==> src/hdl/rst_pkg.sv <==
// Purpose : shared constants for the reset sequencer and startup timer
// Assumes : 100 MHz core clock, avalon-mm register access
// Notes   : register offsets are byte addresses of aligned 32-bit words
`default_nettype none
package rst_pkg;
  // ==========================================================
  // timing
  localparam int unsigned CLK_MHZ           = 100;
  localparam int unsigned STARTUP_DELAY_MS  = 18;
  localparam int unsigned STARTUP_DELAY_CYC = STARTUP_DELAY_MS * 1000 * CLK_MHZ;
  localparam int unsigned CLKOUT_DIV        = 4;
  // ==========================================================
  // register map
  localparam logic [7:0] OFF_STATUS   = 8'h0C;  // index 3
  localparam logic [7:0] OFF_PC_LOW   = 8'h08;  // index 2
  localparam logic [7:0] OFF_DIR      = 8'h20;
  localparam logic [7:0] OFF_OPTION   = 8'h24;
  localparam logic [7:0] OFF_POINTER  = 8'h28;
  localparam logic [7:0] OFF_CTRL     = 8'h30;
  localparam logic [7:0] OFF_CAUSE    = 8'h34;
  localparam int unsigned STATUS_IDX  = 3;
  localparam int unsigned PC_LOW_IDX  = 2;
  // ==========================================================
  // field positions and reset values
  localparam int unsigned BIT_TIMEOUT   = 4;
  localparam int unsigned BIT_POWERDOWN = 3;
  localparam logic [7:0] PC_LOW_RST    = 8'hFF;
  localparam logic [7:0] DIR_RST       = 8'hFF;
  localparam logic [5:0] OPTION_RST    = 6'h3F;
  localparam logic [7:0] POINTER_TOP   = 8'h80;
  localparam logic [7:0] STATUS_POR    = 8'h18;
  localparam logic [7:0] STATUS_LOW3   = 8'h07;
  localparam logic [7:0] STATUS_LOW5   = 8'h1F;
  // cause codes as reported in the cause register
  typedef enum logic [4:0] {
    CAUSE_POR       = 5'b0_0001,
    CAUSE_PIN       = 5'b0_0010,
    CAUSE_PIN_WAKE  = 5'b0_0100,
    CAUSE_WDOG      = 5'b0_1000,
    CAUSE_WDOG_WAKE = 5'b1_0000
  } rst_cause_t;
  // sequencer states
  typedef enum logic [2:0] {
    ST_HOLD = 3'b001,
    ST_TIME = 3'b010,
    ST_RUN  = 3'b100
  } rst_state_t;
endpackage : rst_pkg
`default_nettype wire

==> src/hdl/rst_seq.sv <==
// Purpose : reset latch, startup delay timer, cause flags and reset values
// Assumes : power-on event, pin and watchdog inputs arrive asynchronously
// Notes   : the startup timer runs from its own rc clock, sampled here
//
// Design decision made here: the Avalon-MM slave port.
`default_nettype none
module rst_seq #(
  parameter int unsigned STARTUP_COUNT = rst_pkg::STARTUP_DELAY_CYC
) (
  input  wire  logic        clk,
  input  wire  logic        srst,
  input  wire  logic        power_up_event,
  input  wire  logic        supply_falling,
  input  wire  logic        external_reset_pin_n,
  input  wire  logic        watchdog_timeout,
  input  wire  logic        timer_rc_clk,
  input  wire  logic        osc_clk_in,
  input  wire  logic        resistor_capacitor_osc_mode,
  input  wire  logic        sleep_instr,
  input  wire  logic        clear_watchdog_instr,
  output logic              clock_output_pin,
  output logic              core_reset,
  output logic              osc_driver_on,
  output logic [7:0]        program_counter_low,
  output logic [7:0]        core_status,
  output logic [7:0]        port_direction_reg,
  output logic [5:0]        option_reg,
  output logic [7:0]        indirect_pointer_reg,
  output logic              startup_delay_timer_active,
  input  wire  logic [7:0]  avs_address,
  input  wire  logic        avs_read,
  input  wire  logic        avs_write,
  input  wire  logic [31:0] avs_writedata,
  input  wire  logic [3:0]  avs_byteenable,
  output logic [31:0]       avs_readdata,
  output logic              avs_waitrequest
);
  import rst_pkg::*;

  // ==========================================================
  // input synchronisers
  logic [1:0] pin_s_reg, wd_s_reg, por_s_reg, rc_s_reg, osc_s_reg;
  logic       wd_d_reg, por_d_reg, rc_d_reg, osc_d_reg, pin_d_reg;
  always_ff @(posedge clk) begin
    pin_s_reg <= {pin_s_reg[0], external_reset_pin_n};
    wd_s_reg  <= {wd_s_reg[0], watchdog_timeout};
    por_s_reg <= {por_s_reg[0], power_up_event};
    rc_s_reg  <= {rc_s_reg[0], timer_rc_clk};
    osc_s_reg <= {osc_s_reg[0], osc_clk_in};
    pin_d_reg <= pin_s_reg[1];
    wd_d_reg  <= wd_s_reg[1];
    por_d_reg <= por_s_reg[1];
    rc_d_reg  <= rc_s_reg[1];
    osc_d_reg <= osc_s_reg[1];
  end

  wire pin_high  = pin_s_reg[1];
  wire pin_fall  = pin_d_reg & ~pin_s_reg[1];
  wire wd_rise   = wd_s_reg[1] & ~wd_d_reg;
  // power-up acts on its rising edge only; a falling supply is ignored
  wire por_rise  = por_s_reg[1] & ~por_d_reg;
  wire rc_tick   = rc_s_reg[1] & ~rc_d_reg;
  wire osc_tick  = osc_s_reg[1] & ~osc_d_reg;
  wire unused_ok = supply_falling;

  // ==========================================================
  // sleep and cause decode
  logic asleep_reg;
  wire  any_reset = srst | por_rise | pin_fall | wd_rise;
  // wake from sleep is a reset like any other, never a resume
  wire  cause_por       = srst | por_rise;
  wire  cause_pin       = ~cause_por & pin_fall & ~asleep_reg;
  wire  cause_pin_wake  = ~cause_por & pin_fall & asleep_reg;
  wire  cause_wdog      = ~cause_por & ~pin_fall & wd_rise & ~asleep_reg;
  wire  cause_wdog_wake = ~cause_por & ~pin_fall & wd_rise & asleep_reg;

  always_ff @(posedge clk) begin
    if (any_reset) begin
      asleep_reg <= 1'b0;
    end else if (sleep_instr & ~core_reset) begin
      asleep_reg <= 1'b1;
    end
  end
  // oscillator driver off while asleep
  assign osc_driver_on = ~asleep_reg;

  // ==========================================================
  // reset latch and startup delay timer
  rst_state_t state_reg, state_next;
  logic [31:0] count_reg;
  wire timer_done = (count_reg >= STARTUP_COUNT - 1) & rc_tick;

  always_comb begin
    state_next = state_reg;
    case (state_reg)
      ST_HOLD: if (pin_high) state_next = ST_TIME;
      ST_TIME: begin
        if (!pin_high)       state_next = ST_HOLD;
        else if (timer_done) state_next = ST_RUN;
      end
      ST_RUN:  state_next = ST_RUN;
      default: state_next = ST_HOLD;
    endcase
    // latch set on power-up, pin or watchdog restarts timer
    if (any_reset) state_next = ST_HOLD;
  end

  always_ff @(posedge clk) begin
    state_reg <= state_next;
    // counts edges of its own rc clock, cleared on any reset
    if (state_next != ST_TIME || state_reg != ST_TIME) begin
      count_reg <= 32'h0000_0000;
    end else if (rc_tick) begin
      count_reg <= count_reg + 32'h0000_0001;
    end
    // release lands on one main clock edge for the whole core
    core_reset <= (state_next != ST_RUN);
  end
  assign startup_delay_timer_active = (state_reg == ST_TIME);

  // ==========================================================
  // clock output in rc mode
  logic [1:0] div_reg;
  always_ff @(posedge clk) begin
    if (srst) begin
      div_reg          <= 2'b00;
      clock_output_pin <= 1'b0;
    end else begin
      if (osc_tick) begin
        div_reg <= div_reg + 2'b01;
      end
      // one output period per four oscillator periods
      clock_output_pin <= resistor_capacitor_osc_mode & div_reg[1];
    end
  end

  // ==========================================================
  // special registers
  logic [7:0] status_next;
  logic [4:0] cause_reg;
  wire  bus_wr    = avs_write & avs_byteenable[0] & ~core_reset;
  wire  wr_status = bus_wr & (avs_address == OFF_STATUS);
  wire  wr_pc_low = bus_wr & (avs_address == OFF_PC_LOW);
  wire  wr_dir    = bus_wr & (avs_address == OFF_DIR);
  wire  wr_opt    = bus_wr & (avs_address == OFF_OPTION);
  wire  wr_ptr    = bus_wr & (avs_address == OFF_POINTER);
  wire  wr_ctrl   = bus_wr & (avs_address == OFF_CTRL);
  wire  sleep_ev  = ~core_reset & (sleep_instr | (wr_ctrl & avs_writedata[0]));
  wire  clrwd_ev  = ~core_reset & (clear_watchdog_instr | (wr_ctrl & avs_writedata[1]));

  always_comb begin
    status_next = core_status;
    if (cause_por) begin
      status_next = STATUS_POR | (core_status & STATUS_LOW3);
    end else if (cause_pin) begin
      status_next = core_status & STATUS_LOW5;
    end else if (cause_pin_wake) begin
      status_next = (core_status & STATUS_LOW3) | (8'h01 << BIT_TIMEOUT);
    end else if (cause_wdog) begin
      status_next = (core_status & STATUS_LOW3) | (8'h01 << BIT_POWERDOWN);
    end else if (cause_wdog_wake) begin
      status_next = core_status & STATUS_LOW3;
    end else begin
      // software may write bits 7:5 and 2:0; flags are read-only
      if (wr_status) begin
        status_next = (avs_writedata[7:0] & ~8'h18) | (core_status & 8'h18);
      end
      if (sleep_ev) begin
        status_next[BIT_TIMEOUT]   = 1'b1;
        status_next[BIT_POWERDOWN] = 1'b0;
      end
      // clear watchdog wins over sleep in the same cycle
      if (clrwd_ev) begin
        status_next[BIT_TIMEOUT]   = 1'b1;
        status_next[BIT_POWERDOWN] = 1'b1;
      end
    end
  end

  always_ff @(posedge clk) begin
    core_status <= status_next;
    if (any_reset) begin
      // all five causes load the same values here, except cause_reg which records the cause
      program_counter_low  <= PC_LOW_RST;
      port_direction_reg   <= DIR_RST;
      option_reg           <= OPTION_RST;
      // only the top bit is forced, the rest keeps its value
      indirect_pointer_reg <= indirect_pointer_reg | POINTER_TOP;
      cause_reg            <= {cause_wdog_wake, cause_wdog, cause_pin_wake,
                               cause_pin, cause_por};
    end else begin
      if (wr_pc_low) program_counter_low <= avs_writedata[7:0];
      if (wr_dir) port_direction_reg   <= avs_writedata[7:0];
      if (wr_opt) option_reg           <= avs_writedata[5:0];
      if (wr_ptr) indirect_pointer_reg <= avs_writedata[7:0];
    end
  end

  // ==========================================================
  // avalon read path: one wait cycle on reads, none on writes
  logic rd_ack_reg;
  logic [7:0] rd_mux;
  always_comb begin
    case (avs_address)
      OFF_STATUS:  rd_mux = core_status;
      OFF_PC_LOW:  rd_mux = program_counter_low;
      OFF_DIR:     rd_mux = port_direction_reg;
      OFF_OPTION:  rd_mux = {2'b00, option_reg};
      OFF_POINTER: rd_mux = indirect_pointer_reg;
      OFF_CAUSE:   rd_mux = {asleep_reg, startup_delay_timer_active, 1'b0, cause_reg};
      default:     rd_mux = 8'h00;
    endcase
  end
  always_ff @(posedge clk) begin
    if (srst) begin
      rd_ack_reg   <= 1'b0;
      avs_readdata <= 32'h0000_0000;
    end else begin
      rd_ack_reg <= avs_read & ~rd_ack_reg;
      if (avs_read & ~rd_ack_reg) begin
        avs_readdata <= {24'h00_0000, rd_mux};
      end
    end
  end
  assign avs_waitrequest = avs_read & ~rd_ack_reg;
endmodule : rst_seq
`default_nettype wire

==> config.mk <==
export PLATFORM = sky130hd
export DESIGN_NAME = rst_seq
export DESIGN_NICKNAME = d
export VERILOG_FILES = /design/src/hdl/rst_pkg.sv /design/src/hdl/rst_seq.sv
export SDC_FILE = /design/constraint.sdc
export NUM_CORES = 1
export LEC_CHECK = 0
export BUFFER_PORTS_ARGS = -buffer_cell sky130_fd_sc_hd__buf_4
export CORE_MARGIN = 10
export CORE_UTILIZATION = 50
export DETAILED_ROUTE_END_ITERATION = 6
export PLACE_DENSITY = 0.77
export SYNTH_ARGS = -nofsm -noshare
export SYNTH_HDL_FRONTEND = slang
export SYNTH_SLANG_ARGS = --single-unit
==> constraint.sdc <==
create_clock -name clk -period 4.9 [get_ports clk]
set_clock_uncertainty 0.2 [all_clocks]
set_input_delay 0.49 -clock clk [delete_from_list [all_inputs] [get_ports clk]]
set_output_delay 0.49 -clock clk [all_outputs]
set_load 0.05 [all_outputs]
# After elaboration in Yosys (flattened, before gate mapping)
# Index checks and enable logic that the tools add are counted.
[word_totals]
romBits = 0
n_memories = 0
ram_bits = 0
word_cells = 110
output_inout_bits = 75
latch_bits = 0
in_bits = 57
ff_bits = 107
[op_classes]
add_sub_neg = 2
eq_ne = 13
bitwise = 49
mux = 12
order_cmp = 1
shift = 0
n_reduce_logical = 6
div = 0
mul = 0
[ops]
columns = ["cell", "count"]
rows = [
  ["$pmux W8 S6", 1],
  ["$eq A8 B6 Y1 const B", 5],
  ["$add A32 B1 Y32 const B", 1],
  ["$ge A32 B21 Y1 const B", 1],
  ["$and A1 B1 Y1", 28],
  ["$mux W5", 4],
  ["$eq A8 B4 Y1 const B", 2],
  ["$not A1 Y1", 15],
  ["$mux W3", 4],
  ["$pmux W3 S3", 1],
  ["$or A8 B5 Y8", 1],
  ["$ne A3 B2 Y1 const B", 2],
  ["$reduce_and A6 Y1", 1],
  ["$reduce_bool A6 Y1", 1],
  ["$or A1 B1 Y1", 5],
  ["$reduce_or A5 Y1", 1],
  ["$mux W2", 2],
  ["$reduce_and A2 Y1", 2],
  ["$eq A3 B1 Y1 const B", 1],
  ["$eq A3 B2 Y1 const B", 1],
  ["$eq A3 B3 Y1 const B", 1],
  ["$ne A3 B3 Y1 const B", 1],
  ["$add A2 B1 Y2 const B", 1],
  ["$logic_or A1 B1 Y1", 1],
]

# Longest topological paths before layout
# Gate-level depths: netlist (run 1).
[logic_depth]
ltp_word = 11
ltp_mapped = 9

# Worst setup path before layout (run 1)
# No wires, ideal clock.
[synth_path]
kind = "in2reg"
start = "input avs_address[1]"
end = "register indirect_pointer_reg[0] (enable)"
path_stages = 5
path_slack_ns = 2.680
required_ns = 4.340
arrival_ns = 1.660
cell_sequence = "nor4_2 -> and2_0 -> clkbuf_1 -> nand3_1 -> nor2_1"
[synth_between]
elab_chain_cells = 3
[synth_lines]
columns = ["element", "line_no", "source"]
rows = [
  ["from (decl)", "rst_seq.sv:30", "input wire logic [7:0] avs_address,"],
  ["$eq A8 B6 Y1", "rst_seq.sv:146", "wire wr_ptr = bus_wr & (avs_address == OFF_POINTER);"],
  ["$and A1 B1 Y1", "rst_seq.sv:146", ""],
  ["$reduce_and A2 Y1 (no source line)", "n/a", ""],
  ["to (signal assigned)", "rst_seq.sv:188", "indirect_pointer_reg <= indirect_pointer_reg | POINTER_TOP;"],
  ["to (signal assigned)", "rst_seq.sv:195", "if (wr_ptr) indirect_pointer_reg <= avs_writedata[7:0];"],
  ["to (decl)", "rst_seq.sv:28", "output logic [7:0] indirect_pointer_reg,"],
]
# Every way passes these cells.
# A chain may end at the register's enable or synchronous reset.

# Worst setup path in the final report (run 1)
[layout_path]
start = "register pin_s_reg[1]"
end = "register indirect_pointer_reg[4] (enable)"
[layout_between]
elab_chain_cells = 6
[layout_lines]
columns = ["element", "line_no", "source"]
rows = [
  ["from (decl)", "rst_seq.sv:42", "logic [1:0] pin_s_reg, wd_s_reg, por_s_reg, rc_s_reg, osc_s_reg;"],
  ["from (signal assigned)", "rst_seq.sv:45", "pin_s_reg <= {pin_s_reg[0], external_reset_pin_n};"],
  ["$not A1 Y1", "rst_seq.sv:58", "wire pin_fall = pin_d_reg & ~pin_s_reg[1];"],
  ["$and A1 B1 Y1", "rst_seq.sv:58", ""],
  ["$or A1 B1 Y1 (2 in a row)", "rst_seq.sv:69", "wire any_reset = srst | por_rise | pin_fall | wd_rise;"],
  ["net any_reset", "rst_seq.sv:69", ""],
  ["$not A1 Y1 (no source line)", "n/a", ""],
  ["$reduce_and A2 Y1 (no source line)", "n/a", ""],
]
# The timed path passes the listed nets, and every way through them passes these cells.

==> flow_summary_export.csv, run 1 <==
group,metric,value,unit
floorplan,core,9200,um2
cts,root_buffer,"clkbuf_8",
sta,setup_tns,0,ns
finish,drive_above_1_share,22.2,%
sta,grt_setup_unrepaired,"false",
finish,final_cells,679,
route,wirelength,11.2,mm
route,vias,3691,
place,place_congestion,0.861,
cts,cts_tree,"yes",
finish,largest_reg_flops,32,
min_path,holdCritPathClass,"input port to flip-flop",
synth,yosysTopAreaCellShare,39.3,%
synth,yosys.area.top_type,"dfxtp_1",
finish,antenna_cells,0,
sta,fin_crit_sh,54.0,%
grt,grt_max_degree,33,
sta,fin_hold_ws,0.0221,ns
power_and_ir_drop,leakage,0.00209,uW
sta,setup_viol,0,
worst_setup_path,crit_type,"flip-flop to flip-flop",
synth,yosysWarnings,0,
worst_setup_path,crit_buf_inv,1,
run_status,status,"finished clean",
synth,synth_edf_count,15,
synth,synth_seq_cells,107,
grt,grt_pass1_vias,3544,
synth,async_flop_share,0,%
grt,grt_pass1_wl,17.8,mm
finish,area_growth,16.8,%
sta,slew_headroom,44.5,%
route,drc,0,
finish,nFillCells,796,
floorplan,die_h,117,um
synth,ys.flop_type,"dfxtp_1",
power_and_ir_drop,pwr_density_cell,284,nW/um2
floorplan,row_count,35,
worst_setup_path,required,4.71,ns
route,dr.pass1.iters,4,
worst_setup_path,cp-start-kind,"flip-flop",
worst_setup_path,crit_family,"simple AND/OR/NAND/NOR gates",
cts,h-tree-depth,3,
synth,syn_inst,485,
cts,clkLatencyLatePin,0.37,ns
sta,finalHoldViolations,0,
worst_setup_path,slowest_delay,0.58,ns
floorplan,io_pins,132,
synth,synth.avg_cell_area,9.67,um2
grt,grtUsageTotal,16.2,%
cts,path_clk_slew,0.10,ns
route,ant_nets,0,
grt,globalRoute.totalOverflow,0,
worst_setup_path,cp_max_fo,26,
worst_setup_path,endpoint_kind,"flip-flop",
worst_setup_path,slowest_stage,"nor2_1",
synth,synth_area_leaders,"dfxtp_1, edfxtp_1, mux2i_1",
worst_setup_path,critPathArrivalTime,2.46,ns
power_and_ir_drop,peakVddDrop,0.130,mV
sta,tightest_slew,0.825,ns
finish,final_nets,621,
sta,max_clock_freq,378,MHz
floorplan,initial_utilization,51.0,%
cts,cts_num_sinks,107,
worst_setup_path,path_cells,"nand2b_1 -> nand2_1 -> nor2_4 -> inv_2 -> nor2_1",
place,dp_hpwl,8.37,mm
route,wl_per_cell,16.5,um
place,port_buffers,79,
route,drt_iter0_markers,163,
synth,synth_cell_types,66,
floorplan,die_width,117,um
cts,cts_buffers,9,
cts,ctsLongestPathBuffers,2,
route,vias_per_cell,5.44,
synth,netlist_area,4690,um2
place,place_inst,659,
run,maxCapViolCount,0,
grt,antenna_found_initial,0,
floorplan,die-area,13700,um2
synth,ys_seq_area_share,48.9,%
sta,fin_crit,2.65,ns
cts,post-cts-setup-buffer-count,0,
sta,drv_slew,0,
[cell families after synthesis]
family,after synthesis,synth area share [%]
and+or+nand+nor,223,25.5
DFF,107,48.9
AOI/OAI and AO/OA,57,9.45
buffers and inverters,47,6.08
xor gates and xnor gates,28,5.23
muxes,21,4.48
adders and majority gates,1,0.267
other,1,0.0800
[through the flow]
stage               power [uW]  area, um2  utilization (%)  setup WS (ns)
detailed placement        1080       5260             57.2           2.04
global route              1620       5480             59.6           1.95
CTS                       1560       5440             59.1           2.24
finish                    1560       5480             59.6           2.25
floorplan                 1050       4780                -           2.68
global placement          1080       5260             57.2           2.11
[final cells by class]
cell class | instances | area [um2] | share of cell area (%)
Clock buffer | 9 | 124 | 2.26
Clock inverter | 7 | 50.0 | 0.914
Inverter | 5 | 18.8 | 0.343
Multi-Input combinational cell | 354 | 2200 | 40.1
Sequential cell | 107 | 2290 | 41.8
Tap cell | 111 | 139 | 2.54
Timing Repair Buffer | 86 | 656 | 12.0
[where the power goes]
part / total, uW / switching (uW) / internal [uW] / leakage (uW)
Combinational: 151 / 108 / 42.8 / 0.00111
Clock: 495 / 308 / 187 / 0.0000802
Sequential: 912 / 7.22 / 905 / 0.000894
[path summary, 6_finish.rpt]
path,start,end,slack [ns],cells after the start
hold reg to reg,pin_s_reg[0],pin_s_reg[1],0.13,0
hold / removal,timer_rc_clk,rc_s_reg[0],0.02,1
setup / recovery,pin_s_reg[1],indirect_pointer_reg[4],2.25,5
setup reg to reg,pin_s_reg[1],indirect_pointer_reg[4],2.25,5
[metal layers]
metal	part of all wire, %	global-route usage, %	vias up
met5	0	0	-
met4	1.7	4.78	0
met2	51	28.5	114
li1	-	-	1822
met3	7.0	3.77	13
met1	41	19.2	1742
[cells in the final DEF, fill, tap and decap left out, types with 7 or more instances in the layout]
master,synthesis,layout
dfxtp_1,92,92
buf_4,25,82
nor2_1,55,55
nand2_1,49,49
nand3_1,38,38
conb_1,1,24
mux2i_1,21,21
xor2_1,15,15
edfxtp_1,15,15
xnor2_1,13,13
nand2b_1,10,10
a22oi_1,10,10
clkbuf_8,0,9
a21oi_1,8,8
nor2b_1,7,7
nor3_1,7,7
o21ai_0,7,7
nand4_1,7,7
[synth_stat cells (5+ instances only)]
cell       n
a21oi_1    8
a22oi_1   10
a31oi_1    6
and2_1     5
buf_2      6
buf_4     25
clkbuf_1  10
dfxtp_1   92
edfxtp_1  15
mux2i_1   21
nand2_1   49
nand2b_1  10
nand3_1   38
nand4_1    7
nor2_1    55
nor2b_1    7
nor3_1     7
nor4_1     6
o21ai_0    7
xnor2_1   13
xor2_1    15
[what timing repair did]
| action | 4_1_cts | 5_1_grt |
|---|---|---|
| hold endpoints to repair | 0 | 4 |
| gates resized for setup | 0 | 0 |
| hold buffers | 0 | 4 |
Power figures use the tool's default switching activity.
==> inputs of run 2 (changes only) <==
- clock period: 4.9 -> 2.6 ns (I/O delays scaled with it)
==> flow_summary_export.csv, run 2 (same netlist as run 1, synthesis figures left out) <==
group,metric,value,unit
run_status,status,"finished clean",
place,pre_cts_slack,0.331,ns
grt,antenna_found_initial,0,
route,drt_iter0_markers,194,
sta,fin_crit,2.18,ns
floorplan,initial_utilization,51.0,%
grt,grt_pass1_wl,18.4,mm
worst_setup_path,endpoint_kind,"flip-flop",
route,wl_per_cell,16.5,um
finish,drive_above_1_share,23.1,%
sta,max_clock_freq,458,MHz
worst_setup_path,crit_buf_inv,5,
worst_setup_path,r2r_setup_slack,0.45,ns
floorplan,die-area,13700,um2
cts,cts_tree,"yes",
cts,clkLatencyLatePin,0.37,ns
sta,setup_viol,0,
cts,h-tree-depth,3,
worst_setup_path,slowest_delay,0.54,ns
sta,setup_tns,0,ns
sta,fin_ws,0.416,ns
finish,largest_reg_flops,32,
place,place_congestion,0.913,
finish,layout_common_cells,"dfxtp_1, buf_4, nor2_1",
floorplan,die_h,117,um
route,wirelength,11.6,mm
cts,cts_buffers,9,
cts,cts_num_sinks,107,
sta,fin_crit_sh,84.0,%
floorplan,die_width,117,um
route,vias,3814,
cts,ctsLongestPathBuffers,2,
power_and_ir_drop,p_total,3050,uW
worst_setup_path,critPathArrivalTime,2.29,ns
grt,grt_max_degree,33,
worst_setup_path,crit_family,"buffers and inverters",
finish,fin_area,5700,um2
min_path,holdCritPathClass,"input port to flip-flop",
route,dr.pass1.iters,4,
finish,area_growth,21.5,%
power_and_ir_drop,pwr_density_cell,535,nW/um2
finish,nFillCells,763,
worst_setup_path,cp-start-kind,"input port",
sta,drv_slew,0,
worst_setup_path,cp_max_fo,32,
grt,grtUsageTotal,16.8,%
finish,antenna_cells,0,
sta,finalHoldViolations,0,
floorplan,row_count,35,
cts,path_clk_slew,0.10,ns
worst_setup_path,required,2.71,ns
cts,root_buffer,"clkbuf_8",
route,vias_per_cell,5.44,
floorplan,io_pins,132,
grt,globalRoute.totalOverflow,0,
power_and_ir_drop,leakage,0.00221,uW
power_and_ir_drop,peakVddDrop,0.343,mV
sta,fin_hold_ws,0.0682,ns
route,drc,0,
run,maxCapViolCount,0,
floorplan,core,9200,um2
grt,grt_pass1_vias,3679,
sta,grt_setup_unrepaired,"false",
worst_setup_path,crit_type,"input port to flip-flop",
finish,final_nets,643,
place,dp_hpwl,8.67,mm
worst_setup_path,path_cells,"dlygate4sd3_1 -> buf_4 -> inv_2 -> nand2_2 -> nor2_4 -> inv_2 -> nor3_2 -> o211ai_2 -> buf_4 -> nor2_1",
worst_setup_path,slowest_stage,"dlygate4sd3_1",
route,ant_nets,0,
sta,slew_headroom,63.0,%
cts,post-cts-setup-buffer-count,0,
sta,tightest_slew,0.554,ns
place,post_dp_cell_area,5340,um2
place,port_buffers,79,
==> run 2: worst paths after layout <==
kind                              from              to  depth (start not counted)
hold reg to reg           pin_s_reg[0]    pin_s_reg[1]                          0
hold / removal    clear_watchdog_instr  core_status[4]                          3
setup / recovery                  srst   count_reg[23]                         10
setup reg to reg          count_reg[2]   count_reg[23]                          6
==> run 2: area by class of cell <==
class | instances | area [um2] | area share [%]
Tap cell | 111 | 139 | 2.44
Sequential cell | 107 | 2290 | 40.2
Timing Repair Buffer | 108 | 851 | 14.9
Clock buffer | 9 | 124 | 2.17
Multi-Input combinational cell | 354 | 2200 | 38.6
Clock inverter | 7 | 73.8 | 1.30
Inverter | 5 | 18.8 | 0.329
==> run 2: power breakdown <==
part	switching [uW]	internal [uW]
Clock	571	451
Combinational	211	95.9
Sequential	13.8	1700
==> run 2: timing repair <==
item / 4_1_cts / 5_1_grt
endpoints found under the hold margin: 45 / 0
gates resized for setup: 0 / 0
hold buffers: 16 / 0
==> run 2: worst min-delay path, delay by kind of cell <==
kind	cells	cell delay (ns)
compound gates	2	0.25
buf+inv	1	0.09
==> run 2: layer usage <==
metal	wire, um	vias up	track usage, %
li1	-	1868	-
met2	5760	135	29.0
met4	435	0	7.33
met1	4450	1782	19.1
met3	947	29	4.69
met5	0	-	0
==> run 2: metrics by stage <==
step                      util (%)  cells
final                         61.9    701
after global routing          61.9    701
after CTS                     61.9    701
after detailed placement      58.1    669
after global placement        58.1    669
after floorplan                  -    508
